**src/design/rxdma_pkg.sv**
```systemverilog
package rxdma_pkg;
   // register byte offsets on the control slave
   localparam logic [3:0] REG_CTRL = 4'h0;
   localparam logic [3:0] REG_BASE = 4'h4;
   localparam logic [3:0] REG_STOP = 4'h8;
   localparam logic [3:0] REG_STAT = 4'hC;
   // control register fields
   localparam int CTRL_INIT_BIT = 0;
   localparam int CTRL_MODE_BIT = 1;
   // descriptor word byte offsets from the descriptor address
   localparam logic [31:0] DW4_OFS = 32'h0000_000C;
   localparam logic [31:0] DW5_OFS = 32'h0000_0010;
   localparam logic [31:0] WORD_STEP = 32'h0000_0004;
   // first descriptor word fields
   localparam int D1_HOLD_BIT = 31;
   localparam int D1_HIRQ_BIT = 30;
   // fourth descriptor word fields
   localparam int D4_FE_BIT = 31;
   localparam int D4_C_BIT = 30;
   localparam int D4_STAT_LSB = 16;
   // header burst length and reset values
   localparam logic [3:0] HDR_BURST = 4'h3;
   localparam logic [1:0] HDR_LAST = 2'h2;
   localparam logic [3:0] ONE_BEAT = 4'h1;
   localparam logic [31:0] ADDR_RST = 32'h0000_0000;
   localparam logic [15:0] CNT_RST = 16'h0000;
   // channel status byte codes
   localparam logic [7:0] END_NORMAL = 8'h00;
   localparam logic [7:0] END_RESET = 8'h01;
   localparam logic [7:0] END_HOLD = 8'h02;
   // channel sequencer states
   typedef enum logic [3:0] {
      RXDMA_IDLE,
      RXDMA_FETCH,
      RXDMA_HDR,
      RXDMA_DATA,
      RXDMA_WDATA,
      RXDMA_W4,
      RXDMA_W5,
      RXDMA_DONE,
      RXDMA_HALT
   } rxdma_state_t;
endpackage

```
**src/design/rxdma_top.sv**
```systemverilog
module rxdma_top
   import rxdma_pkg::*;
(
   // clock and reset
   input wire logic mclk_i,
   input wire logic resetn_i,
   // avalon control slave
   input wire logic [3:0] s_address_i,
   input wire logic s_read_i,
   input wire logic s_write_i,
   input wire logic [31:0] s_writedata_i,
   output logic [31:0] s_readdata_o,
   output logic s_waitrequest_o,
   // avalon memory master
   output logic [31:0] m_address_o,
   output logic m_read_o,
   output logic m_write_o,
   output logic [3:0] m_burstcount_o,
   output logic [31:0] m_writedata_o,
   output logic [3:0] m_byteenable_o,
   input wire logic [31:0] m_readdata_i,
   input wire logic m_readdatavalid_i,
   input wire logic m_waitrequest_i,
   // receive fifo words from the serial controller
   input wire logic [31:0] rx_word_i,
   input wire logic [2:0] rx_nbytes_i,
   input wire logic rx_end_i,
   input wire logic rx_valid_i,
   output logic rx_ready_o,
   input wire logic rx_abort_i,
   // event pulses toward the interrupt queue
   output logic packet_done_irq_o,
   output logic host_irq_o,
   output logic stop_irq_o
);
   // reset synchroniser, first stage read only by second
   logic rst_meta;
   logic rst_sync;
   always_ff @(posedge mclk_i or negedge resetn_i)
   begin
      if (!resetn_i)
         {rst_sync, rst_meta} <= 2'b00;
      else
         {rst_sync, rst_meta} <= {rst_meta, 1'b1};
   end
   wire rst_n = rst_sync;
   // software registers
   logic [31:0] base_descriptor_address; // list head
   logic [31:0] stop_descriptor_address; // stop compare value
   logic list_stop_select; // 1: compare addresses, 0: chain flag
   logic init_req; // one-cycle init pulse
   logic s_served; // slave answered this cycle
   // channel state
   rxdma_state_t state;
   logic [31:0] cur_addr; // current descriptor address
   logic [31:0] first_addr; // descriptor holding frame start
   logic [31:0] next_addr; // second descriptor word
   logic [31:0] buf_addr; // third descriptor word, advances
   logic [15:0] buf_size; // capacity in bytes
   logic [15:0] buf_ofs; // bytes of space used (word steps)
   logic [15:0] stored_byte_count; // valid bytes stored
   logic hold_flag; // chain-stop flag of current descriptor
   logic hirq_flag; // host interrupt request of descriptor
   logic in_frame; // a frame has started in memory
   logic frame_last_flag; // closing descriptor holds frame end
   logic [7:0] frame_status_byte; // channel end code
   logic w5_pending; // fifth word still to write
   logic w4_written; // fourth word already out
   logic [1:0] beat; // header beat counter
   logic [31:0] wdata_q; // latched fifo word
   logic [3:0] be_q; // latched byte enables
   logic end_q; // latched frame end
   // byte enable for a partial word; holes stay unwritten
   function automatic logic [3:0] be_of(input logic [2:0] n);
      case (n)
         3'd1: be_of = 4'b0001;
         3'd2: be_of = 4'b0011;
         3'd3: be_of = 4'b0111;
         default: be_of = 4'b1111;
      endcase
   endfunction
   // slave decode: one wait cycle, then answer
   wire s_req = s_read_i | s_write_i;
   wire s_hit_ctrl = s_address_i == REG_CTRL;
   wire s_hit_base = s_address_i == REG_BASE;
   wire s_hit_stop = s_address_i == REG_STOP;
   wire s_hit_stat = s_address_i == REG_STAT;
   // a write lands only on the edge after the wait cycle, when waitrequest is low, as the master expects
   wire s_wr_now = s_write_i & s_served;
   assign s_waitrequest_o = s_req & ~s_served;
   // register read mux; unmapped reads return zero
   // the count sits above the flags so a large count never masks them
   wire [31:0] stat_word = {stored_byte_count, 6'h00, in_frame, state == RXDMA_HALT,
                            state != RXDMA_IDLE && state != RXDMA_HALT, 7'h00};
   wire [31:0] rd_mux = s_hit_ctrl ? {30'h0000_0000, list_stop_select, 1'b0} :
                        s_hit_base ? base_descriptor_address :
                        s_hit_stop ? stop_descriptor_address :
                        s_hit_stat ? stat_word : 32'h0000_0000;
   // slave registers, written on the answering edge
   always_ff @(posedge mclk_i or negedge rst_n)
   begin
      if (!rst_n)
      begin
         s_served <= 1'b0;
         s_readdata_o <= 32'h0000_0000;
         base_descriptor_address <= ADDR_RST;
         stop_descriptor_address <= ADDR_RST;
         list_stop_select <= 1'b0;
         init_req <= 1'b0;
      end
      else
      begin
         s_served <= s_req & ~s_served;
         init_req <= 1'b0;
         if (s_read_i && !s_served)
            s_readdata_o <= rd_mux;
         if (s_wr_now && s_hit_ctrl)
         begin
            list_stop_select <= s_writedata_i[CTRL_MODE_BIT];
            init_req <= s_writedata_i[CTRL_INIT_BIT];
         end
         if (s_wr_now && s_hit_base)
            base_descriptor_address <= s_writedata_i;
         if (s_wr_now && s_hit_stop)
            stop_descriptor_address <= s_writedata_i;
      end
   end
   // stop condition of the current descriptor
   // descriptor flag ignored when list_stop_select is 1
   wire stop_now = list_stop_select ? (cur_addr == stop_descriptor_address) : hold_flag;
   wire buf_full = (buf_ofs + 16'h0004) > buf_size;
   wire single_sec = first_addr == cur_addr;
   wire m_ack = (m_read_o | m_write_o) & ~m_waitrequest_i;
   wire take_word = state == RXDMA_DATA && !buf_full && rx_valid_i;
   assign rx_ready_o = state == RXDMA_DATA && !buf_full;
   // fourth word image
   // frame last flag
   wire [31:0] dw4 = {frame_last_flag, 1'b1, 6'h00, frame_status_byte, stored_byte_count};
   // channel sequencer
   always_ff @(posedge mclk_i or negedge rst_n)
   begin
      if (!rst_n)
      begin
         state <= RXDMA_IDLE;
         cur_addr <= ADDR_RST;
         first_addr <= ADDR_RST;
         next_addr <= ADDR_RST;
         buf_addr <= ADDR_RST;
         buf_size <= CNT_RST;
         buf_ofs <= CNT_RST;
         stored_byte_count <= CNT_RST;
         hold_flag <= 1'b0;
         hirq_flag <= 1'b0;
         in_frame <= 1'b0;
         frame_last_flag <= 1'b0;
         frame_status_byte <= END_NORMAL;
         w5_pending <= 1'b0;
         w4_written <= 1'b0;
         beat <= 2'h0;
         wdata_q <= 32'h0000_0000;
         be_q <= 4'h0;
         end_q <= 1'b0;
         m_address_o <= ADDR_RST;
         m_read_o <= 1'b0;
         m_write_o <= 1'b0;
         m_burstcount_o <= ONE_BEAT;
         m_writedata_o <= 32'h0000_0000;
         m_byteenable_o <= 4'h0;
         packet_done_irq_o <= 1'b0;
         host_irq_o <= 1'b0;
         stop_irq_o <= 1'b0;
      end
      else
      begin
         packet_done_irq_o <= 1'b0;
         host_irq_o <= 1'b0;
         stop_irq_o <= 1'b0;
         if (init_req)
         begin
            cur_addr <= base_descriptor_address;
            in_frame <= 1'b0;
            m_read_o <= 1'b0;
            m_write_o <= 1'b0;
            state <= RXDMA_FETCH;
         end
         else
         begin
            case (state)
               RXDMA_FETCH:
               begin
                  m_address_o <= cur_addr;
                  m_burstcount_o <= HDR_BURST;
                  m_read_o <= 1'b1;
                  beat <= 2'h0;
                  state <= RXDMA_HDR;
               end
               // collect header beats
               RXDMA_HDR:
               begin
                  if (m_ack)
                     m_read_o <= 1'b0;
                  if (m_readdatavalid_i)
                  begin
                     beat <= beat + 2'h1;
                     case (beat)
                        2'h0:
                        begin
                           hold_flag <= m_readdata_i[D1_HOLD_BIT];
                           hirq_flag <= m_readdata_i[D1_HIRQ_BIT];
                           buf_size <= m_readdata_i[15:0];
                        end
                        2'h1: next_addr <= m_readdata_i;
                        default: buf_addr <= m_readdata_i;
                     endcase
                     if (beat == HDR_LAST)
                     begin
                        buf_ofs <= CNT_RST;
                        stored_byte_count <= CNT_RST;
                        frame_last_flag <= 1'b0;
                        w4_written <= 1'b0;
                        state <= RXDMA_DATA;
                     end
                  end
               end
               // wait for fifo data or close a full buffer
               RXDMA_DATA:
               begin
                  if (buf_full)
                  begin
                     frame_status_byte <= stop_now ? END_HOLD : END_NORMAL;
                     state <= RXDMA_W4;
                  end
                  else if (take_word)
                  begin
                     wdata_q <= rx_word_i;
                     be_q <= be_of(rx_nbytes_i);
                     end_q <= rx_end_i;
                     if (!in_frame)
                        first_addr <= cur_addr;
                     in_frame <= 1'b1;
                     state <= RXDMA_WDATA;
                  end
                  else if (rx_abort_i && in_frame)
                  begin
                     frame_last_flag <= 1'b1;
                     frame_status_byte <= END_RESET;
                     w5_pending <= 1'b1;
                     state <= single_sec ? RXDMA_W4 : RXDMA_W5;
                  end
               end
               RXDMA_WDATA:
               begin
                  if (!m_write_o)
                  begin
                     m_address_o <= buf_addr;
                     m_burstcount_o <= ONE_BEAT;
                     m_writedata_o <= wdata_q;
                     m_byteenable_o <= be_q;
                     m_write_o <= 1'b1;
                  end
                  else if (m_ack)
                  begin
                     m_write_o <= 1'b0;
                     buf_addr <= buf_addr + WORD_STEP;
                     buf_ofs <= buf_ofs + 16'h0004;
                     stored_byte_count <= stored_byte_count + {13'h0000, rx_nbytes_of(be_q)};
                     if (end_q)
                     begin
                        frame_last_flag <= 1'b1;
                        frame_status_byte <= stop_now ? END_HOLD : END_NORMAL;
                        w5_pending <= 1'b1;
                        state <= single_sec ? RXDMA_W4 : RXDMA_W5;
                     end
                     else
                        state <= RXDMA_DATA;
                  end
               end
               RXDMA_W4:
               begin
                  if (!m_write_o)
                  begin
                     m_address_o <= cur_addr + DW4_OFS;
                     m_burstcount_o <= ONE_BEAT;
                     m_writedata_o <= dw4;
                     m_byteenable_o <= 4'hF;
                     m_write_o <= 1'b1;
                  end
                  else if (m_ack)
                  begin
                     m_write_o <= 1'b0;
                     w4_written <= 1'b1;
                     state <= w5_pending ? RXDMA_W5 : RXDMA_DONE;
                  end
               end
               RXDMA_W5:
               begin
                  if (!m_write_o)
                  begin
                     m_address_o <= first_addr + DW5_OFS;
                     m_burstcount_o <= ONE_BEAT;
                     m_writedata_o <= cur_addr;
                     m_byteenable_o <= 4'hF;
                     m_write_o <= 1'b1;
                  end
                  else if (m_ack)
                  begin
                     m_write_o <= 1'b0;
                     w5_pending <= 1'b0;
                     in_frame <= 1'b0;
                     state <= w4_written ? RXDMA_DONE : RXDMA_W4;
                  end
               end
               // descriptor finished: events and branch
               RXDMA_DONE:
               begin
                  packet_done_irq_o <= frame_last_flag;
                  host_irq_o <= hirq_flag;
                  if (stop_now)
                  begin
                     stop_irq_o <= 1'b1;
                     state <= RXDMA_HALT;
                  end
                  else
                  begin
                     cur_addr <= next_addr;
                     state <= RXDMA_FETCH;
                  end
               end
               // idle before the first init, inactive after a stop until init
               RXDMA_IDLE, RXDMA_HALT:
               begin
                  state <= state;
               end
               default:
               begin
                  state <= RXDMA_IDLE;
               end
            endcase
         end
      end
   end
   // valid byte count from enables
   function automatic logic [2:0] rx_nbytes_of(input logic [3:0] be);
      rx_nbytes_of = {2'b00, be[0]} + {2'b00, be[1]} + {2'b00, be[2]} + {2'b00, be[3]};
   endfunction
endmodule

```
**config.mk**
```make
export PLATFORM = sky130hd
export DESIGN_NAME = rxdma_top
export DESIGN_NICKNAME = d
export VERILOG_FILES = /design/src/design/rxdma_pkg.sv /design/src/design/rxdma_top.sv
export SDC_FILE = /design/constraint.sdc
export NUM_CORES = 1
export LEC_CHECK = 0
export ABC_AREA = 1
export ABC_CLOCK_PERIOD_IN_PS = 20100
export BUFFER_PORTS_ARGS = -buffer_cell sky130_fd_sc_hd__buf_4
export CORE_ASPECT_RATIO = 0.5
export CORE_MARGIN = 2
export CORE_UTILIZATION = 25
export DETAILED_ROUTE_END_ITERATION = 10
export GPL_TIMING_DRIVEN = 0
export HOLD_SLACK_MARGIN = 0.06
export PLACE_DENSITY_LB_ADDON = 0.05
export SETUP_SLACK_MARGIN = 0.02
export SYNTH_ARGS = -nofsm -noshare
export SYNTH_HDL_FRONTEND = slang
export SYNTH_SLANG_ARGS = --single-unit
```
**constraint.sdc**
```tcl
create_clock -name mclk_i -period 20.1 [get_ports mclk_i]
set_input_delay 4.02 -clock mclk_i [delete_from_list [all_inputs] [get_ports mclk_i]]
set_output_delay 4.02 -clock mclk_i [all_outputs]
set_load 0.1 [all_outputs]
```
==> results.json, run 1 <==
{
  "syn_to_final_growth_pct": 22.47,
  "crit_slowest_cell": "sky130_fd_sc_hd__buf_4",
  "clkSlewWorstSetupHoldPaths_ps": 60,
  "r2r_end": "first_addr[31]",
  "critical_path.startpoint_type": "input pin",
  "rows": 76,
  "critPathTopFamily": "buffers and inverters",
  "total_non_filler_cell_area_in_the_finished_layout_sq_um": 26760,
  "whs_ps": 283.7,
  "ys_top_cells_by_area": "sky130_fd_sc_hd__dfrtp_1, sky130_fd_sc_hd__nand2_1, sky130_fd_sc_hd__o21ai_0",
  "required_ps": 16080,
  "grtUsageTotal_pct": 23.45,
  "final_std_cells_w_o_fill": 4360,
  "crit_buf_inv": 2,
  "synthDistinctLibCells": 59,
  "i_o_pin_total": 223,
  "place_congestion": 0.9457,
  "first_iter_violations": 2016,
  "final.fill_count": 9639,
  "vert_die_dim_microns": 213.1,
  "grt_util_met3_pct": 4.736,
  "fin_worst_skew_ps": 31.98,
  "final_max_slew_viol_count": 0,
  "vdd_ir_drop_max_mv": 0.05131,
  "drv.max_cap_violation_count": 0,
  "run_status": "completed",
  "global_route_wire_length_before_repair_microns": 150700,
  "remaining_drc_errors": 0,
  "postCtsSetupBuffers": 0,
  "cts_inserted_buffers": 45,
  "cts_tree": "yes",
  "post-place-cells": 4276,
  "core_sq_um": 86340,
  "dp_hpwl_microns": 84160,
  "critPathArrivalTime_ps": 4600,
  "routed_via_density": 4.854,
  "totalNegativeSetupSlack_ps": 0,
  "clock_sinks": 400,
  "grt-ovfl-total": 0,
  "number_of_antenna_violations_at_the_first_check_in_global_routing": 9,
  "synth_top_area_share_pct": 45.81,
  "synth_edf_count": 0,
  "syn-cell-area_sq_um": 21850,
  "worst_hold_path_type": "flip-flop to asynchronous set/reset pin",
  "post_cts_resize_count": 0,
  "timing.slew.headroom_pct": 30.07,
  "synth_top_cell_by_area": "sky130_fd_sc_hd__dfrtp_1",
  "global_route.usage.met1_pct": 34.81,
  "worst_slew_pin_slew_ps": 1041,
  "grt_setup_unrepaired": "false",
  "final.period_utilization_pct": 42.88,
  "post_route_cells_drive_above_1_share_pct": 13.99,
  "achievable-frequency_ghz": 0.1160,
  "final-setup-viol-count": 0,
  "detail_route.first_pass.iterations": 5,
  "start_util_pct": 25.31,
  "synth.cells.most_frequent": "sky130_fd_sc_hd__nand2_1, sky130_fd_sc_hd__dfrtp_1, sky130_fd_sc_hd__inv_1",
  "worst_path_largest_cell_delay_ps": 320,
  "final_antenna_net_count": 0,
  "detail_route.wirelength_microns": 106800,
  "worst_setup_path_end_kind": "primary output",
  "async_reset_ff_share_pct": 100.0,
  "worst-r2r-setup-slack_ps": 15900,
  "report.power.total_mw": 1.987,
  "fp.dieArea_sq_um": 89930,
  "critPathKind": "input pin to primary output",
  "final_net_count": 3290,
  "synth.ff_latch_count": 400,
  "yosysWarningCount": 0,
  "h-tree-depth": 2,
  "vias": 21163,
  "via_count_of_the_first_global_routing_pass": 20532,
  "cts_buffer_depth": 3,
  "placed_area_sq_um": 25160,
  "grt.met2_usage_pct": 34.80,
  "crit_path_cell_trace": "buf_4 -> nor2_1 -> nor2_1 -> buf_4",
  "power_density_nw_per_um2": 74.24,
  "synth_sequential_area_ratio_pct": 45.81,
  "synth_ff_type": "sky130_fd_sc_hd__dfrtp_1",
  "syn_avg_cell_area_sq_um": 7.593,
  "clk_root_buffer_cell": "sky130_fd_sc_hd__clkbuf_16",
  "synth.most_common_cell": "sky130_fd_sc_hd__nand2_1",
  "insertion_delay_ps": 620,
  "cts_hold_repair.buffers": 0,
  "maximum_number_of_pins_on_one_net_before_global_route_repair": 61,
  "synth_cells": 2878,
  "final_hold_vio_count": 0,
  "critical_path_peak_fanout": 2,
  "average_wire_per_standard_cell_microns": 24.50,
  "grt_most_used_layer": "met1",
  "floorplan.die.width_microns": 422.1,
  "leakage_nw": 12.66,
  "placement.io_buffers": 219,
  "worstRegToRegCells": 23,
  "r2r-start": "buf_ofs[2]",
  "min_period_ps": 8619
}
## stage by stage
stage	util (%)	setup WS, ps
2_1_floorplan	-	8126
3_3_place_gp	28.92	1256
3_5_place_dp	29.14	11490
4_1_cts	30.99	11490
5_1_grt	30.99	11470
6_report	31.00	11480
## area by class of cell
type                    count  area, sq um  share of cell area [%]
plain buffers             140        684.4                   2.557
well taps                1170         1464                   5.470
clock inverters            24        346.6                   1.295
repair buffers            226         1837                   6.863
inverters                 336         1261                   4.713
diodes                      2        5.005                 0.01870
flip-flops and latches    400        10010                   37.42
clock buffers              58         1246                   4.657
multi-input cells        2004         9905                   37.01
## layout by cell type, fill, tap and decap left out, types with 7 or more instances in the layout
master / count
sky130_fd_sc_hd__ha_1: 22
sky130_fd_sc_hd__xor2_1: 42
sky130_fd_sc_hd__nor4_1: 14
sky130_fd_sc_hd__o21ai_0: 281
sky130_fd_sc_hd__nor2_1: 162
sky130_fd_sc_hd__xnor2_1: 12
sky130_fd_sc_hd__mux2i_1: 14
sky130_fd_sc_hd__inv_1: 316
sky130_fd_sc_hd__a2bb2oi_1: 19
sky130_fd_sc_hd__a31oi_1: 9
sky130_fd_sc_hd__a21oi_1: 59
sky130_fd_sc_hd__buf_4: 232
sky130_fd_sc_hd__nand4_1: 51
sky130_fd_sc_hd__o22ai_1: 32
sky130_fd_sc_hd__clkbuf_16: 46
sky130_fd_sc_hd__buf_16: 7
sky130_fd_sc_hd__buf_1: 7
sky130_fd_sc_hd__inv_2: 19
sky130_fd_sc_hd__nor3_1: 48
sky130_fd_sc_hd__clkbuf_1: 69
sky130_fd_sc_hd__o311ai_0: 13
sky130_fd_sc_hd__a22o_1: 8
sky130_fd_sc_hd__o211ai_1: 7
sky130_fd_sc_hd__bufinv_16: 8
sky130_fd_sc_hd__nand2_2: 11
sky130_fd_sc_hd__nand3_1: 125
sky130_fd_sc_hd__buf_2: 48
sky130_fd_sc_hd__nor2_2: 11
sky130_fd_sc_hd__a221oi_1: 24
sky130_fd_sc_hd__nand2_1: 901
sky130_fd_sc_hd__dfrtp_1: 399
sky130_fd_sc_hd__o21ai_1: 63
sky130_fd_sc_hd__clkinv_2: 11
sky130_fd_sc_hd__nand3b_1: 9
sky130_fd_sc_hd__or2_2: 7
## state kept, by name, indices dropped and copies added (netlist names), 4 cells and up
name                     count
buf_size                    16
state                        4
s_readdata_o                32
base_descriptor_address     32
next_addr                   32
stop_descriptor_address     32
m_byteenable_o               4
stored_byte_count           16
m_writedata_o               32
be_q                         4
cur_addr                    32
m_address_o                 32
buf_ofs                     14
buf_addr                    32
wdata_q                     32
first_addr                  32
## cells by family (layout without fill, tap and decap cells)
group                      count (synthesis)  after routing  synth area share [%]
DFF                                      400            400                 45.81
and+or+nand+nor                         1359           1359                 26.32
AOI/OAI and AO/OA                        542            542                 14.29
muxes                                     20             20                0.9504
xor gates and xnor gates                  54             54                 2.164
other                                      2              6               0.03437
adders and majority gates                 25             25                 1.534
buffers and inverters                    476            784                 8.903
## report_power, final
group	internal (mW)	switching, mW	leakage, nW
clock network	0.543	0.386	0.791
registers	0.838	0.0358	5.30
logic	0.0555	0.128	6.57
## worst max path at each step
stage	slack, ps	end	cells after the start	from
2_1_floorplan	8130	base_descriptor_address[0]	0	rst_n
3_3_place_gp	1260	m_address_o[24]	0	rst_n
3_5_place_dp	11490	s_waitrequest_o	4	s_write_i
4_1_cts	11490	s_waitrequest_o	4	s_write_i
5_1_grt	11470	s_waitrequest_o	4	s_write_i
6_report	11480	s_waitrequest_o	4	s_write_i
## layer usage
| layer | part of all wire (%) | wire (microns) | vias up |
|---|---|---|---|
| li1 | - | - | 9949 |
| met1 | 49 | 52220 | 10497 |
| met2 | 42 | 45220 | 602 |
| met3 | 6.7 | 7149 | 115 |
| met4 | 2.1 | 2206 | 0 |
| met5 | 0 | 0 | - |
Note: power is estimated with default switching activity, not from simulation.
==> run 2: changes to the inputs <==
- ABC_CLOCK_PERIOD_IN_PS: 20100 -> 8000
- clock period: 20.1 -> 8 ns (I/O delays scaled with it)
==> results.json, run 2 (synthesized netlist as in run 1, its figures left out) <==
{
  "run_status": "completed",
  "timing.slew.headroom_pct": 33.87,
  "fp.dieArea_sq_um": 89930,
  "worst_slew_pin_slew_ps": 992.0,
  "final_net_count": 3289,
  "final.period_utilization_pct": 72.25,
  "detail_route.first_pass.iterations": 5,
  "placement.io_buffers": 219,
  "mostFrequentLayoutCell": "sky130_fd_sc_hd__nand2_1",
  "i_o_pin_total": 223,
  "drv.max_cap_violation_count": 0,
  "grt-ovfl-total": 0,
  "maximum_number_of_pins_on_one_net_before_global_route_repair": 62,
  "final_max_slew_viol_count": 0,
  "vert_die_dim_microns": 213.1,
  "final_antenna_net_count": 0,
  "grt_setup_unrepaired": "false",
  "syn_to_final_growth_pct": 21.53,
  "cts_buffer_depth": 3,
  "worst-r2r-setup-slack_ps": 3790,
  "cts_hold_repair.buffers": 0,
  "critPathKind": "flip-flop to primary output",
  "place_congestion": 0.9365,
  "worst_setup_path_end_kind": "primary output",
  "post_cts_resize_count": 0,
  "cts_tree": "yes",
  "required_ps": 6400,
  "min_period_ps": 5780,
  "insertion_delay_ps": 630,
  "worst_hold_path_type": "flip-flop to asynchronous set/reset pin",
  "rows": 76,
  "vdd_ir_drop_max_mv": 0.1420,
  "fin_worst_skew_ps": 32.73,
  "first_iter_violations": 1936,
  "vias": 21086,
  "core_sq_um": 86340,
  "whs_ps": 290.8,
  "start_util_pct": 25.31,
  "grtUsageTotal_pct": 23.45,
  "critical_path_peak_fanout": 3,
  "dp_hpwl_microns": 84030,
  "power_density_nw_per_um2": 177.8,
  "critPathArrivalTime_ps": 4180,
  "mostFrequentLayoutCells": "sky130_fd_sc_hd__nand2_1, sky130_fd_sc_hd__dfrtp_1, sky130_fd_sc_hd__inv_1",
  "cts_inserted_buffers": 44,
  "number_of_antenna_violations_at_the_first_check_in_global_routing": 8,
  "floorplan.die.width_microns": 422.1,
  "h-tree-depth": 2,
  "detail_route.wirelength_microns": 106100,
  "post_route_cells_drive_above_1_share_pct": 13.73,
  "global_route_wire_length_before_repair_microns": 151500,
  "clkSlewWorstSetupHoldPaths_ps": 60,
  "average_wire_per_standard_cell_microns": 24.35,
  "final_core_area_utilization_pct": 30.76,
  "via_count_of_the_first_global_routing_pass": 20819,
  "r2r-start": "buf_ofs[2]",
  "routed_via_density": 4.840,
  "critical_path.startpoint_type": "flip-flop",
  "clk_root_buffer_cell": "sky130_fd_sc_hd__clkbuf_16",
  "final_hold_vio_count": 0,
  "worstRegToRegCells": 23,
  "leakage_nw": 12.55,
  "r2r_end": "first_addr[29]",
  "postCtsSetupBuffers": 0,
  "achievable-frequency_ghz": 0.1730,
  "final-setup-viol-count": 0,
  "clock_sinks": 400,
  "remaining_drc_errors": 0
}
-- run 2: cell types whose count changed in the layout (fill, tap and decap cells not counted) --
cell | before | now
sky130_fd_sc_hd__clkbuf_16 | 46 | 45
sky130_fd_sc_hd__clkbuf_8 | 5 | 7
sky130_fd_sc_hd__clkinv_4 | 2 | 1
sky130_fd_sc_hd__clkinv_2 | 11 | 8
sky130_fd_sc_hd__bufinv_16 | 8 | 0
sky130_fd_sc_hd__clkbuf_1 | 69 | 72
sky130_fd_sc_hd__clkinv_16 | 0 | 1
sky130_fd_sc_hd__diode_2 | 2 | 5
sky130_fd_sc_hd__clkinvlp_4 | 0 | 1
-- run 2: area by class of cell --
| cell class | count | area, sq um |
|---|---|---|
| antenna | 5 | 12.51 |
| buffer | 140 | 684.4 |
| clock buffer | 62 | 1260 |
| clock inverter | 14 | 120.1 |
| fill | 9619 | 59790 |
| inverter | 336 | 1261 |
| multi-input combinational | 2004 | 9905 |
| sequential | 400 | 10010 |
| tap | 1170 | 1464 |
| timing repair buffer | 226 | 1837 |
-- run 2: how the worst max path moves through the flow --
stage / end / depth (start not counted) / startpoint / slack (ps)
after detailed placement: rx_ready_o / 18 / buf_ofs[2] / 2820
after CTS: rx_ready_o / 18 / buf_ofs[2] / 2140
after global routing: rx_ready_o / 18 / buf_ofs[2] / 1900
after global placement: first_addr[23] / 0 / rst_n / -2240
final: rx_ready_o / 18 / buf_ofs[2] / 2220
after floorplan: base_descriptor_address[0] / 0 / rst_n / 1470
-- run 2: per-layer routing --
layer / vias to the layer above / global-route usage (%) / share of wire (%)
met1: 10537 / 35.53 / 50
met3: 69 / 3.981 / 6.5
met4: 0 / 3.042 / 0.91
met2: 559 / 35.47 / 43
met5: - / 0 / 0
li1: 9921 / - / -
-- run 2: report_power, final --
group	total, mW	switching, mW	internal [mW]
registers	2.20	0.0924	2.11
logic	0.463	0.323	0.139
clock network	2.06	0.956	1.11
-- run 2: metrics by stage --
step	power [mW]	std cells	instance area, sq um	worst slack [ps]	setup TNS (ps)
2_1_floorplan	2.481	2880	21860	1473	0
3_3_place_gp	2.690	4269	24970	-2241	-855640
3_5_place_dp	2.706	4276	25160	2822	0
4_1_cts	4.795	4352	26540	2140	0
5_1_grt	4.928	4352	26540	1903	0
6_report	4.723	4357	26560	2220	0
-- run 2: critical path: stages (launching register included) --
cell and delay [ps]:
sky130_fd_sc_hd__dfrtp_1 350, sky130_fd_sc_hd__ha_1 190, sky130_fd_sc_hd__nand2_1 70, sky130_fd_sc_hd__nor2_1 160, sky130_fd_sc_hd__nand3_1 130, sky130_fd_sc_hd__nor2_1 120
sky130_fd_sc_hd__nand2_1 90, sky130_fd_sc_hd__nor2_1 180, sky130_fd_sc_hd__nand4_1 130, sky130_fd_sc_hd__xor2_1 200, sky130_fd_sc_hd__inv_1 70, sky130_fd_sc_hd__ha_1 270
sky130_fd_sc_hd__nand2_1 70, sky130_fd_sc_hd__nor2_2 180, sky130_fd_sc_hd__inv_2 50, sky130_fd_sc_hd__nor2_2 160, sky130_fd_sc_hd__nand4_2 330, sky130_fd_sc_hd__a21oi_1 440
sky130_fd_sc_hd__buf_4 360
